## src/hdl/analog_input_pkg.sv

```systemverilog
// shared constants and types for the first analog input control register
package analog_input_pkg;

   // ****************************************
   // register map
   // ****************************************
   localparam logic [7:0] ANALOG_INPUT_CONTROL_ONE_ADDR = 8'h02;
   localparam logic [7:0] ANALOG_INPUT_CONTROL_ONE_RESET = 8'h00;
   localparam logic [7:0] UNMAPPED_READ_VALUE = 8'h00;

   // ****************************************
   // field layout
   // ****************************************
   localparam int PATH_SELECT_MSB = 7;
   localparam int PATH_SELECT_LSB = 6;
   localparam int SOURCE_MODE_MSB = 5;
   localparam int SOURCE_MODE_LSB = 0;
   localparam int CHROMA_GAIN_WIDTH = 9;

   // ****************************************
   // front-end path codes
   // ****************************************
   localparam logic [1:0] PATH_BYPASS_A = 2'h0;
   localparam logic [1:0] PATH_BYPASS_B = 2'h1;
   localparam logic [1:0] PATH_AMP_ONLY = 2'h2;
   localparam logic [1:0] PATH_AMP_FILTER = 2'h3;

   // ****************************************
   // source mode codes and pin numbering
   // ****************************************
   // pin index is {group - 1, line - 1}, so g3l2 is 4'h9
   localparam logic [5:0] MODE_LAST_SUPPORTED = 6'h1F;
   localparam logic [3:0] PIN_NONE = 4'h0;
   localparam logic [3:0] GROUP_PAIR_HIGH_OFFSET = 4'h8;
   localparam logic [3:0] CHROMA_GROUP_OFFSET = 4'h4;
   localparam logic [3:0] LUMA_HIGH_LINE_BASE = 4'h2;
   localparam logic [3:0] YC_PAIR_FIRST = 4'h6;
   localparam logic [3:0] YC_PAIR_LAST = 4'hD;
   localparam logic [3:0] YC_HIGH_LINE_FIRST = 4'hA;

   typedef enum logic [1:0] {
      CLASS_COMPOSITE,
      CLASS_LUMA_CHROMA,
      CLASS_UNSUPPORTED
   } source_class_t;

   typedef struct packed {
      source_class_t cls;
      logic [3:0] luma_pin;
      logic [3:0] chroma_pin;
      logic chroma_gain_slaved;
   } source_decode_t;

   typedef struct packed {
      logic [7:0] ctrl;
      logic amp_enable;
      logic aaf_enable;
      source_decode_t src;
      logic [CHROMA_GAIN_WIDTH-1:0] chroma_gain;
      logic [7:0] rdata;
      logic rd_valid;
      logic changed;
      logic bypass_advice;
   } control_state_t;

endpackage

```

## src/hdl/source_mode_decoder.sv

```systemverilog
// combinational decode of the six-bit analog source mode
`timescale 1ns/100ps
module source_mode_decoder (
   input wire logic [5:0] mode_in,
   output analog_input_pkg::source_decode_t decode_out
);

   logic [3:0] nib;
   logic [3:0] bank_offset;
   logic [3:0] luma_line;

   assign nib = mode_in[3:0];
   assign bank_offset = mode_in[4] ? analog_input_pkg::GROUP_PAIR_HIGH_OFFSET : 4'h0;
   assign luma_line = (nib >= analog_input_pkg::YC_HIGH_LINE_FIRST)
      ? analog_input_pkg::LUMA_HIGH_LINE_BASE + {3'h0, nib[0]}
      : {3'h0, nib[0]};

   always_comb begin
      decode_out = '{cls: analog_input_pkg::CLASS_UNSUPPORTED,
                     luma_pin: analog_input_pkg::PIN_NONE,
                     chroma_pin: analog_input_pkg::PIN_NONE,
                     chroma_gain_slaved: 1'b0};
      if (mode_in <= analog_input_pkg::MODE_LAST_SUPPORTED) begin
         if (nib >= analog_input_pkg::YC_PAIR_FIRST && nib <= analog_input_pkg::YC_PAIR_LAST) begin
            // luma and chroma share line, chroma sits one group up
            decode_out.cls = analog_input_pkg::CLASS_LUMA_CHROMA;  // see see
            decode_out.luma_pin = bank_offset + luma_line;
            decode_out.chroma_pin = bank_offset + luma_line
               + analog_input_pkg::CHROMA_GROUP_OFFSET;
            decode_out.chroma_gain_slaved = nib[3] & ~nib[1];  // see see see
         end else begin
            decode_out.cls = analog_input_pkg::CLASS_COMPOSITE;
            unique case (mode_in)
               6'h00: decode_out.luma_pin = 4'h0;
               6'h01: decode_out.luma_pin = 4'h1;
               6'h02: decode_out.luma_pin = 4'h4;
               6'h03: decode_out.luma_pin = 4'h5;
               6'h04: decode_out.luma_pin = 4'h6;
               6'h05: decode_out.luma_pin = 4'h7;
               6'h0E: decode_out.luma_pin = 4'h2;
               6'h0F: decode_out.luma_pin = 4'h3;
               6'h10: decode_out.luma_pin = 4'h8;
               6'h11: decode_out.luma_pin = 4'h9;
               6'h12: decode_out.luma_pin = 4'hC;
               6'h13: decode_out.luma_pin = 4'hD;
               6'h14: decode_out.luma_pin = 4'hE;
               6'h15: decode_out.luma_pin = 4'hF;
               6'h1E: decode_out.luma_pin = 4'hA;
               6'h1F: decode_out.luma_pin = 4'hB;
               default: decode_out.luma_pin = analog_input_pkg::PIN_NONE;
            endcase
         end
      end
   end

endmodule // source_mode_decoder

```

## src/hdl/analog_input_mode_decode.sv

```systemverilog
// first analog input control register with front-end and source decode
`timescale 1ns/100ps

// Contract
// register at 02h: path 7:6, mode 5:0
// path 00/01 bypass, 10 amp, 11 amp+filter
// modes 00-05 composite from six pins
// modes 06/07 Y g1, C g2 programmed
// modes 08/09 Y g1, C g2 slaved
// modes 0A/0B Y g1l3/4, C programmed
// modes 0C/0D Y g1l3/4, C slaved
// modes 0E-15 composite from eight pins
// modes 16/17 Y g3, C g4 programmed
// modes 18/19 Y g3, C g4 slaved
// modes 1A/1B Y g3l3/4, C programmed
// modes 1C/1D Y g3l3/4, C slaved
// modes 1E/1F composite from g3l3/g3l4
// programmed chroma gain from nine-bit field
// host should set luma bandwidth bypass
// host writes zero to unused bits
module analog_input_mode_decode (
   input wire logic core_clk_in,
   input wire logic sys_rst_in,
   input wire logic reg_wr_en_in,
   input wire logic reg_rd_en_in,
   input wire logic [7:0] reg_addr_in,
   input wire logic [7:0] reg_wdata_in,
   input wire logic [8:0] chroma_gain_field_in,
   input wire logic luma_bandwidth_bypass_in,
   output logic [7:0] reg_rdata_out,
   output logic reg_rd_valid_out,
   output logic amp_enable_out,
   output logic aaf_enable_out,
   output logic composite_mode_out,
   output logic luma_chroma_mode_out,
   output logic mode_unsupported_out,
   output logic [3:0] luma_pin_out,
   output logic [3:0] chroma_pin_out,
   output logic chroma_gain_programmed_out,
   output logic chroma_gain_slaved_out,
   output logic [8:0] chroma_gain_out,
   output logic config_changed_out,
   output logic bypass_advice_out
);

   // ****************************************
   // state
   // ****************************************
   analog_input_pkg::control_state_t state_q;
   analog_input_pkg::control_state_t state_d;
   analog_input_pkg::source_decode_t src_next;
   logic wr_hit;
   logic rd_hit;
   logic [1:0] path_next;
   logic yc_next;
   logic prog_next;

   localparam analog_input_pkg::control_state_t STATE_RESET = '{
      ctrl: analog_input_pkg::ANALOG_INPUT_CONTROL_ONE_RESET,
      amp_enable: 1'b0,
      aaf_enable: 1'b0,
      src: '{cls: analog_input_pkg::CLASS_COMPOSITE,
             luma_pin: analog_input_pkg::PIN_NONE,
             chroma_pin: analog_input_pkg::PIN_NONE,
             chroma_gain_slaved: 1'b0},
      chroma_gain: 9'h000,
      rdata: analog_input_pkg::UNMAPPED_READ_VALUE,
      rd_valid: 1'b0,
      changed: 1'b0,
      bypass_advice: 1'b0
   };

   // ****************************************
   // address decode
   // ****************************************
   // other subaddresses belong to neighbouring blocks, so writes to them are ignored, but reads still answer UNMAPPED_READ_VALUE
   assign wr_hit = reg_wr_en_in
      && (reg_addr_in == analog_input_pkg::ANALOG_INPUT_CONTROL_ONE_ADDR);
   assign rd_hit = reg_rd_en_in
      && (reg_addr_in == analog_input_pkg::ANALOG_INPUT_CONTROL_ONE_ADDR);

   // ****************************************
   // source mode decode
   // ****************************************
   // decoding the next value lets every output settle on the write edge
   source_mode_decoder u_source_mode_decoder (
      .mode_in (state_d.ctrl[analog_input_pkg::SOURCE_MODE_MSB:
                             analog_input_pkg::SOURCE_MODE_LSB]),
      .decode_out (src_next)
   );

   assign path_next = state_d.ctrl[analog_input_pkg::PATH_SELECT_MSB:
                                   analog_input_pkg::PATH_SELECT_LSB];
   assign yc_next = (src_next.cls == analog_input_pkg::CLASS_LUMA_CHROMA);
   assign prog_next = yc_next && !src_next.chroma_gain_slaved;

   // ****************************************
   // next state
   // ****************************************
   always_comb begin
      state_d = state_q;

      // register write; all eight bits are live, so nothing is masked
      if (wr_hit) begin
         state_d.ctrl = reg_wdata_in;
      end
      state_d.changed = wr_hit && (reg_wdata_in != state_q.ctrl);

      // front-end path
      unique case (path_next)
         analog_input_pkg::PATH_BYPASS_A: begin
            state_d.amp_enable = 1'b0;
            state_d.aaf_enable = 1'b0;
         end
         analog_input_pkg::PATH_BYPASS_B: begin
            state_d.amp_enable = 1'b0;
            state_d.aaf_enable = 1'b0;
         end
         analog_input_pkg::PATH_AMP_ONLY: begin
            state_d.amp_enable = 1'b1;
            state_d.aaf_enable = 1'b0;
         end
         analog_input_pkg::PATH_AMP_FILTER: begin
            state_d.amp_enable = 1'b1;
            state_d.aaf_enable = 1'b1;
         end
      endcase

      // source routing
      state_d.src = src_next;  // see see

      // chroma gain only passes in programmed luma/chroma modes, else held at zero
      if (prog_next) begin
         state_d.chroma_gain = chroma_gain_field_in;
      end else begin
         state_d.chroma_gain = 9'h000;
      end

      // flag a separate luma/chroma setup left at reduced luma bandwidth
      state_d.bypass_advice = yc_next && !luma_bandwidth_bypass_in;

      // read answer: the stored value before any write in the same cycle
      state_d.rd_valid = reg_rd_en_in;
      if (rd_hit) begin
         state_d.rdata = state_q.ctrl;
      end else if (reg_rd_en_in) begin
         state_d.rdata = analog_input_pkg::UNMAPPED_READ_VALUE;
      end
   end

   // ****************************************
   // registers
   // ****************************************
   always_ff @(posedge core_clk_in or posedge sys_rst_in) begin
      if (sys_rst_in) begin
         state_q <= STATE_RESET;
      end else begin
         state_q <= state_d;
      end
   end

   // ****************************************
   // outputs
   // ****************************************
   assign reg_rdata_out = state_q.rdata;
   assign reg_rd_valid_out = state_q.rd_valid;
   assign amp_enable_out = state_q.amp_enable;
   assign aaf_enable_out = state_q.aaf_enable;
   assign composite_mode_out =
      (state_q.src.cls == analog_input_pkg::CLASS_COMPOSITE);
   assign luma_chroma_mode_out =
      (state_q.src.cls == analog_input_pkg::CLASS_LUMA_CHROMA);
   assign mode_unsupported_out =
      (state_q.src.cls == analog_input_pkg::CLASS_UNSUPPORTED);
   assign luma_pin_out = state_q.src.luma_pin;
   assign chroma_pin_out = state_q.src.chroma_pin;
   assign chroma_gain_programmed_out = (state_q.src.cls
      == analog_input_pkg::CLASS_LUMA_CHROMA) && !state_q.src.chroma_gain_slaved;
   assign chroma_gain_slaved_out = state_q.src.chroma_gain_slaved;
   assign chroma_gain_out = state_q.chroma_gain;
   assign config_changed_out = state_q.changed;
   assign bypass_advice_out = state_q.bypass_advice;

endmodule // analog_input_mode_decode

```

## config.mk

```make
export PLATFORM = sky130hd
export DESIGN_NAME = analog_input_mode_decode
export DESIGN_NICKNAME = d
export VERILOG_FILES = /design/src/hdl/analog_input_pkg.sv /design/src/hdl/source_mode_decoder.sv /design/src/hdl/analog_input_mode_decode.sv
export SDC_FILE = /design/constraint.sdc
export NUM_CORES = 1
export LEC_CHECK = 0
export BUFFER_PORTS_ARGS = -buffer_cell sky130_fd_sc_hd__buf_2
export CAP_MARGIN = 5
export CORE_ASPECT_RATIO = 0.5
export CORE_MARGIN = 2
export CORE_UTILIZATION = 50
export CTS_CLUSTER_DIAMETER = 50
export DETAILED_ROUTE_END_ITERATION = 8
export PLACE_DENSITY_LB_ADDON = 0.25
export SETUP_SLACK_MARGIN = 0.4
export SLEW_MARGIN = 20
export SYNTH_ARGS = -nofsm -noshare
export SYNTH_HDL_FRONTEND = slang
export SYNTH_SLANG_ARGS = --single-unit
```

## constraint.sdc

```tcl
create_clock -name core_clk_in -period 2 [get_ports core_clk_in]
set_clock_uncertainty 0.1 [all_clocks]
set_input_delay 0.3 -clock core_clk_in [delete_from_list [all_inputs] [get_ports core_clk_in]]
set_output_delay 0.3 -clock core_clk_in [all_outputs]
set_load 0.02 [all_outputs]
```

==> results.py, run 1 <==
metrics = {
    "sta": {
        "setup_viol": 5,
        "relSlewSlack_pct": 66.77,
        "min_period_over_period_pct": 103.2,
        "worstMarginPinSlew_ns": 0.4985,
        "hold_viol": 0,
        "fmax_ghz": 0.4845,
        "slew_violations": 0,
        "period_minus_slack_ns": 2.064,
        "setup_ws_ns": -0.06418,
        "rsz0062_at_grt": "yes",
    },
    "pwr": {
        "p_leak_uw": 0.001555,
        "internal_power_uw": 1201,
        "power.share.clock_pct": 32.1,
        "p_total_uw": 1684,
        "p_sw_share_pct": 28.65,
        "p_seq_share_pct": 49.0,
        "p_comb_share_pct": 18.9,
        "vdd_drop_max_uv": 311.4,
        "p_switching_uw": 482.3,
        "power.density_nw_per_um2": 549.4,
    },
    "placed_design": {
        "dp_cells": 309,
        "pre_cts_slack_ns": -0.3755,
        "io_buffers": 64,
        "gp_congestion": 0.8927,
        "hpwl_mm": 3.349,
        "dpl_cell_area_sq_um": 2452,
    },
    "yosys": {
        "yosysSeqAreaShare_pct": 49.56,
        "syn_area_per_cell_sq_um": 10.31,
        "synth_cells": 191,
        "synth_fp_nets": 223,
        "synth-seq-cells": 39,
        "yosysUniqueCellTypes": 37,
        "syn_area_sq_um": 1969,
        "ys.warnings.count": 0,
    },
    "layout": {
        "antenna_cells": 0,
        "final_area_sq_um": 3064,
        "fill_cells": 226,
        "drive_above_1_share_pct": 60.28,
        "areaGrowthSynthToFinish_pct": 55.59,
        "nets": 313,
        "multi_input_area_sq_um": 1005,
        "stdcell_count": 336,
        "regArea_sq_um": 975.9,
    },
    "clock_network": {
        "cts_tree": "done",
        "clock_path_buffers": 2,
        "cts_made_buffers": 5,
        "cts_root_buffer": "clkbuf_8",
        "postCtsHoldBufs": 0,
        "htree_levels": 2,
        "clk_latency_ns": 0.30,
        "clk_pin_slew_worst_paths_ns": 0.08,
        "clock-sinks": 39,
    },
    "die": {
        "rows": 16,
        "io_pins": 65,
        "die_area_sq_um": 4487,
        "die_x_um": 92.76,
        "die_h_um": 48.38,
        "core_sq_um": 3844,
        "start_util_pct": 51.24,
    },
    "global_route": {
        "antenna_found_initial": 0,
        "grt_pass1_vias": 1636,
        "grt_pass1_wl_mm": 7.755,
        "grt_max_degree": 40,
        "grt_usage_pct": 22.34,
        "grt-ovfl-total": 0,
    },
    "hold_path": {
        "min_path_type": "in -> async",
    },
    "job": {
        "max-cap-violations": 0,
    },
    "detailed_routing": {
        "ant_nets": 0,
        "first_pass_iters": 4,
        "wirelength_mm": 6.012,
        "wl_per_cell_um": 17.89,
        "drtIter0Drc": 133,
        "routed-via-count": 1827,
        "viasPerCell": 5.438,
        "drc": 0,
    },
    "critical_path": {
        "end_kind": "flip-flop",
        "cp.required_ns": 2.13,
        "worstSetupStartpointType": "input port",
        "path_max_fanout": 5,
        "worstPathArrival_ns": 2.19,
        "path_class": "in -> reg",
    },
    "run_status": {
        "violations": "negative setup slack",
        "status": "finished, violations left",
    },
}
## layout by cell type, fill, tap and decap left out, types with 2 or more instances in the layout
cell type | synthesis | layout
a211o_4 | 0 | 3
a211oi_2 | 0 | 13
a21oi_1 | 3 | 3
buf_12 | 0 | 2
buf_2 | 3 | 60
buf_4 | 25 | 29
buf_6 | 0 | 20
buf_8 | 0 | 2
clkbuf_8 | 0 | 5
clkinvlp_4 | 0 | 2
dfrtp_1 | 39 | 39
inv_1 | 23 | 21
mux2_4 | 0 | 2
mux2i_4 | 0 | 2
nand2_1 | 13 | 12
nand4_1 | 3 | 3
nor2_1 | 5 | 2
nor2_2 | 0 | 2
nor2b_2 | 0 | 2
nor4_1 | 2 | 2
nor4b_4 | 0 | 2
o211ai_1 | 2 | 2
o21ai_0 | 9 | 8
o31a_1 | 2 | 2
o31ai_4 | 0 | 3
xor2_1 | 8 | 8
## area by class of cell
cell class | count | area share [%]
Multi-Input combinational cell | 98 | 32.79
Tap cell | 54 | 2.205
Timing Repair Buffer | 114 | 27.36
Clock buffer | 5 | 2.246
Sequential cell | 39 | 31.85
Clock inverter | 3 | 0.6533
Inverter | 23 | 2.899
## flip-flops by register name, summed over array words and instances, names as in the netlist
signal	count
reg_rdata_out	8
aaf_enable_out	1
amp_enable_out	1
chroma_gain_slaved_out	1
luma_pin_out	4
bypass_advice_out	1
state_q	8
reg_rd_valid_out	1
chroma_gain_out	9
chroma_pin_out	4
config_changed_out	1
## worst max-delay path: stages
cell and delay (ns):
buf_6 0.09, or4_4 0.56, buf_6 0.17, o31a_1 0.38
or4_1 0.54, a21oi_1 0.13
## worst paths after layout
check	from	to	slack, ns	depth (start not counted)
worst max-delay path	reg_addr_in[3]	luma_pin_out[1]	-0.06	6
worst min-delay path	sys_rst_in	chroma_gain_out[0]	0.02	3
worst max register to register	state_q[34]	luma_pin_out[1]	0.25	6
worst min register to register	reg_rdata_out[0]	reg_rdata_out[0]	0.42	2
max in group asynchronous	sys_rst_in	chroma_gain_out[1]	1.44	3
min in group core_clk_in	luma_bandwidth_bypass_in	bypass_advice_out	0.06	2
## metal layers
layer / GRT usage (%) / vias up / wire [um]
met4: 6.373 / 0 / 170
li1: - / 827 / -
met2: 32.73 / 121 / 2740
met3: 5.140 / 22 / 490
met5: 0 / - / 0
met1: 33.44 / 857 / 2611
## timing repair
item,in CTS,in global routing
gates resized for setup,27,50
pin swaps,12,26
endpoints found under the setup margin,21,36
gates cloned,1,1
buffers inserted,5,12
## power by group through the flow
stage | logic [uW] | registers (uW) | clock network (uW)
after CTS | 253 | 822 | 541
final | 318 | 825 | 541
after detailed placement | 225 | 837 | 0
after floorplan | 116 | 837 | 0
after global routing | 337 | 827 | 583
after global placement | 219 | 836 | 0
## logic make-up after synthesis
| group | synth area share, % |
|---|---|
| fa+ha+maj | 1.270 |
| compound gates | 15.76 |
| flops | 49.56 |
| mux | 2.160 |
| xor+xnor | 3.558 |
| buf+inv | 15.50 |
| simple gates | 12.20 |
## metrics by stage
step	hold WS, ns	TNS (ns)	util (%)
after floorplan	0.2314	-0.9185	-
after global placement	0.3347	-4.324	63.80
after detailed placement	0.3447	-4.771	63.80
after CTS	0.03013	0	70.44
after global routing	0.05228	-0.3608	79.72
final	0.01656	-0.2466	79.72
## Yosys cell counts
cell type,instances,area [sq um]
a211o_1,3,26.28
a211oi_1,13,97.59
a21oi_1,3,15.01
a311o_1,1,10.01
a311oi_1,1,8.760
a31oi_1,1,6.260
and3_1,1,6.260
and4_1,2,17.52
buf_2,3,15.01
buf_4,25,187.7
clkbuf_1,3,11.26
clkbuf_2,1,5.000
dfrtp_1,39,975.9
ha_1,2,25.02
inv_1,23,86.33
mux2_2,2,22.52
mux2i_1,2,20.02
nand2_1,13,48.80
nand3_1,3,15.01
nand4_1,3,18.77
nor2_1,5,18.77
nor2b_1,3,18.77
nor3_1,2,10.01
nor4_1,2,12.51
nor4_2,1,12.51
nor4b_2,2,30.03
o211ai_1,2,15.01
o211ai_2,2,25.02
o21ai_0,9,45.04
o221ai_1,1,8.760
o31a_1,2,17.52
o31ai_1,3,22.52
o31ai_2,1,12.51
or2_2,1,6.260
or4_1,2,15.01
or4b_1,1,10.01
xor2_1,8,70.07
Note: power is estimated with default switching activity, not from simulation.
==> run 2: changes to the inputs <==
SETUP_SLACK_MARGIN = unset   (was 0.4)
==> run 2 against run 1 <==
Compared with the run above: the flow still finishes with violations (negative setup slack); utilization decreased by 13 points; die area unchanged; sequential share of layout area increased by 6.0 points; design area decreased by 16%; worst setup slack got worse by 0.011 ns; sequential power about the same; combinational power decreased by 28%; count of clock-buffer cells in the layout unchanged; non-clock buffer count decreased by 17; critical path type unchanged.
==> results.py, run 2 (same netlist as run 1, synthesis figures left out) <==
metrics = {
    "sta": {
        "relSlewSlack_pct": 66.26,
        "hold_viol": 0,
        "setup_ws_ns": -0.07503,
        "fmax_ghz": 0.4819,
        "slew_violations": 0,
        "rsz0062_at_grt": "yes",
        "period_minus_slack_ns": 2.075,
        "worstMarginPinSlew_ns": 0.5062,
        "setup_viol": 1,
        "min_period_over_period_pct": 103.8,
    },
    "pwr": {
        "power.share.clock_pct": 33.8,
        "p_comb_share_pct": 14.4,
        "vdd_drop_max_uv": 273.0,
        "p_switching_uw": 436.8,
        "internal_power_uw": 1151,
        "p_sw_share_pct": 27.51,
        "power.density_nw_per_um2": 615.9,
        "p_seq_share_pct": 51.8,
        "p_leak_uw": 0.001387,
    },
    "clock_network": {
        "postCtsHoldBufs": 0,
        "htree_levels": 2,
        "cts_root_buffer": "clkbuf_8",
        "cts_made_buffers": 5,
        "clk_pin_slew_worst_paths_ns": 0.08,
        "clock-sinks": 39,
        "clk_latency_ns": 0.29,
        "clock_path_buffers": 2,
        "cts_tree": "done",
    },
    "detailed_routing": {
        "wl_per_cell_um": 14.60,
        "drtIter0Drc": 90,
        "ant_nets": 0,
        "first_pass_iters": 4,
        "wirelength_mm": 4.658,
        "drc": 0,
        "routed-via-count": 1604,
        "viasPerCell": 5.028,
    },
    "critical_path": {
        "path_max_fanout": 3,
        "worstSetupStartpointType": "input port",
        "path_class": "in -> reg",
        "slowest_stage": "or4_4",
        "slowest_delay_ns": 0.55,
        "path_cells": "buf_2 -> or4_4 -> o31a_1 -> nor2_2 -> ha_1 -> o31ai_1 -> or4_1 -> a21oi_2",
        "end_kind": "flip-flop",
        "worstPathArrival_ns": 2.19,
        "cp.required_ns": 2.12,
    },
    "placed_design": {
        "io_buffers": 64,
        "pre_cts_slack_ns": -0.3927,
        "gp_congestion": 0.8162,
        "dpl_cell_area_sq_um": 2392,
        "hpwl_mm": 3.257,
    },
    "layout": {
        "antenna_cells": 0,
        "fill_cells": 336,
        "drive_above_1_share_pct": 48.30,
        "final_area_sq_um": 2577,
        "final_common_cell": "buf_2",
        "nets": 296,
        "final_core_util_pct": 67.06,
        "areaGrowthSynthToFinish_pct": 30.88,
        "mostFrequentLayoutCells": "buf_2 (63), dfrtp_1 (39), buf_4 (31)",
        "largest_reg_flops": 9,
    },
    "job": {
        "max-cap-violations": 0,
    },
    "die": {
        "io_pins": 65,
        "die_x_um": 92.76,
        "core_sq_um": 3844,
        "start_util_pct": 51.24,
        "die_area_sq_um": 4487,
        "rows": 16,
        "die_h_um": 48.38,
    },
    "run_status": {
        "status": "finished, violations left",
        "violations": "negative setup slack",
    },
    "global_route": {
        "grt_pass1_wl_mm": 7.403,
        "grt_pass1_vias": 1568,
        "grt_usage_pct": 21.47,
        "grt-ovfl-total": 0,
        "antenna_found_initial": 0,
        "grt_max_degree": 40,
    },
    "hold_path": {
        "min_path_type": "in -> async",
    },
}
[run 2: cell count changes in the layout (fill, tap and decap cells not counted), sizes merged]
cell,change
buf,-16
clkbuf,-1
[run 2: what timing repair did]
item | in CTS | in global routing
setup endpoints to repair | 10 | 7
buffers inserted | 0 | 4
resized for setup | 4 | 8
pin swaps | 0 | 5
gates cloned | 0 | 1
[run 2: cell type report]
class | instances | area [sq um] | share of cell area, %
clock buffers | 5 | 68.82 | 2.670
multi-input cells | 98 | 768.2 | 29.81
flip-flops and latches | 39 | 975.9 | 37.86
clock inverters | 3 | 20.02 | 0.7767
repair buffers | 97 | 590.6 | 22.91
inverters | 23 | 86.33 | 3.350
well taps | 54 | 67.56 | 2.621
[run 2: routing by layer]
layer | vias up | track usage [%] | routed length (um)
li1 | 785 | - | -
met1 | 765 | 31.45 | 2275
met2 | 50 | 32.36 | 2077
met3 | 4 | 4.673 | 255
met4 | 0 | 6.618 | 49
met5 | - | 0 | 0
[run 2: power by group through the flow]
stage | registers (uW) | clock network (uW) | logic, uW
global placement | 837 | 0 | 207
detailed placement | 838 | 0 | 213
global route | 825 | 593 | 251
floorplan | 837 | 0 | 114
finish | 823 | 536 | 228
CTS | 822 | 546 | 216
[run 2: stage by stage]
| step | hold WS (ns) | TNS [ns] | total power [uW] | cells |
|---|---|---|---|---|
| final | 0.01513 | -0.07503 | 1588 | 319 |
| after global routing | 0.03233 | -0.2180 | 1669 | 319 |
| after CTS | 0.03350 | -0.02542 | 1584 | 314 |
| after detailed placement | 0.3492 | -5.071 | 1050 | 306 |
| after global placement | 0.3322 | -4.042 | 1044 | 306 |
| after floorplan | 0.2314 | -0.8848 | 951.3 | 191 |
[run 2: worst max-delay path: cells and delay by family]
family	cells	cell delay [ns]
AO/OA/AOI/OAI	3	0.53
buffers and inverters	1	0.11
adder cells (fa/ha/maj)	1	0.16
AND/OR/NAND/NOR	3	1.10
[run 2: worst paths after layout]
kind	startpoint	to	slack [ns]	cells past startpoint
worst max-delay path	reg_addr_in[3]	luma_pin_out[1]	-0.08	8
worst min-delay path	sys_rst_in	chroma_gain_out[2]	0.02	3
worst max register to register	state_q[35]	luma_pin_out[1]	0.26	6
worst min register to register	reg_rdata_out[4]	reg_rdata_out[4]	0.42	2
max in group asynchronous	sys_rst_in	chroma_gain_slaved_out	1.43	3
min in group core_clk_in	luma_bandwidth_bypass_in	bypass_advice_out	0.05	2
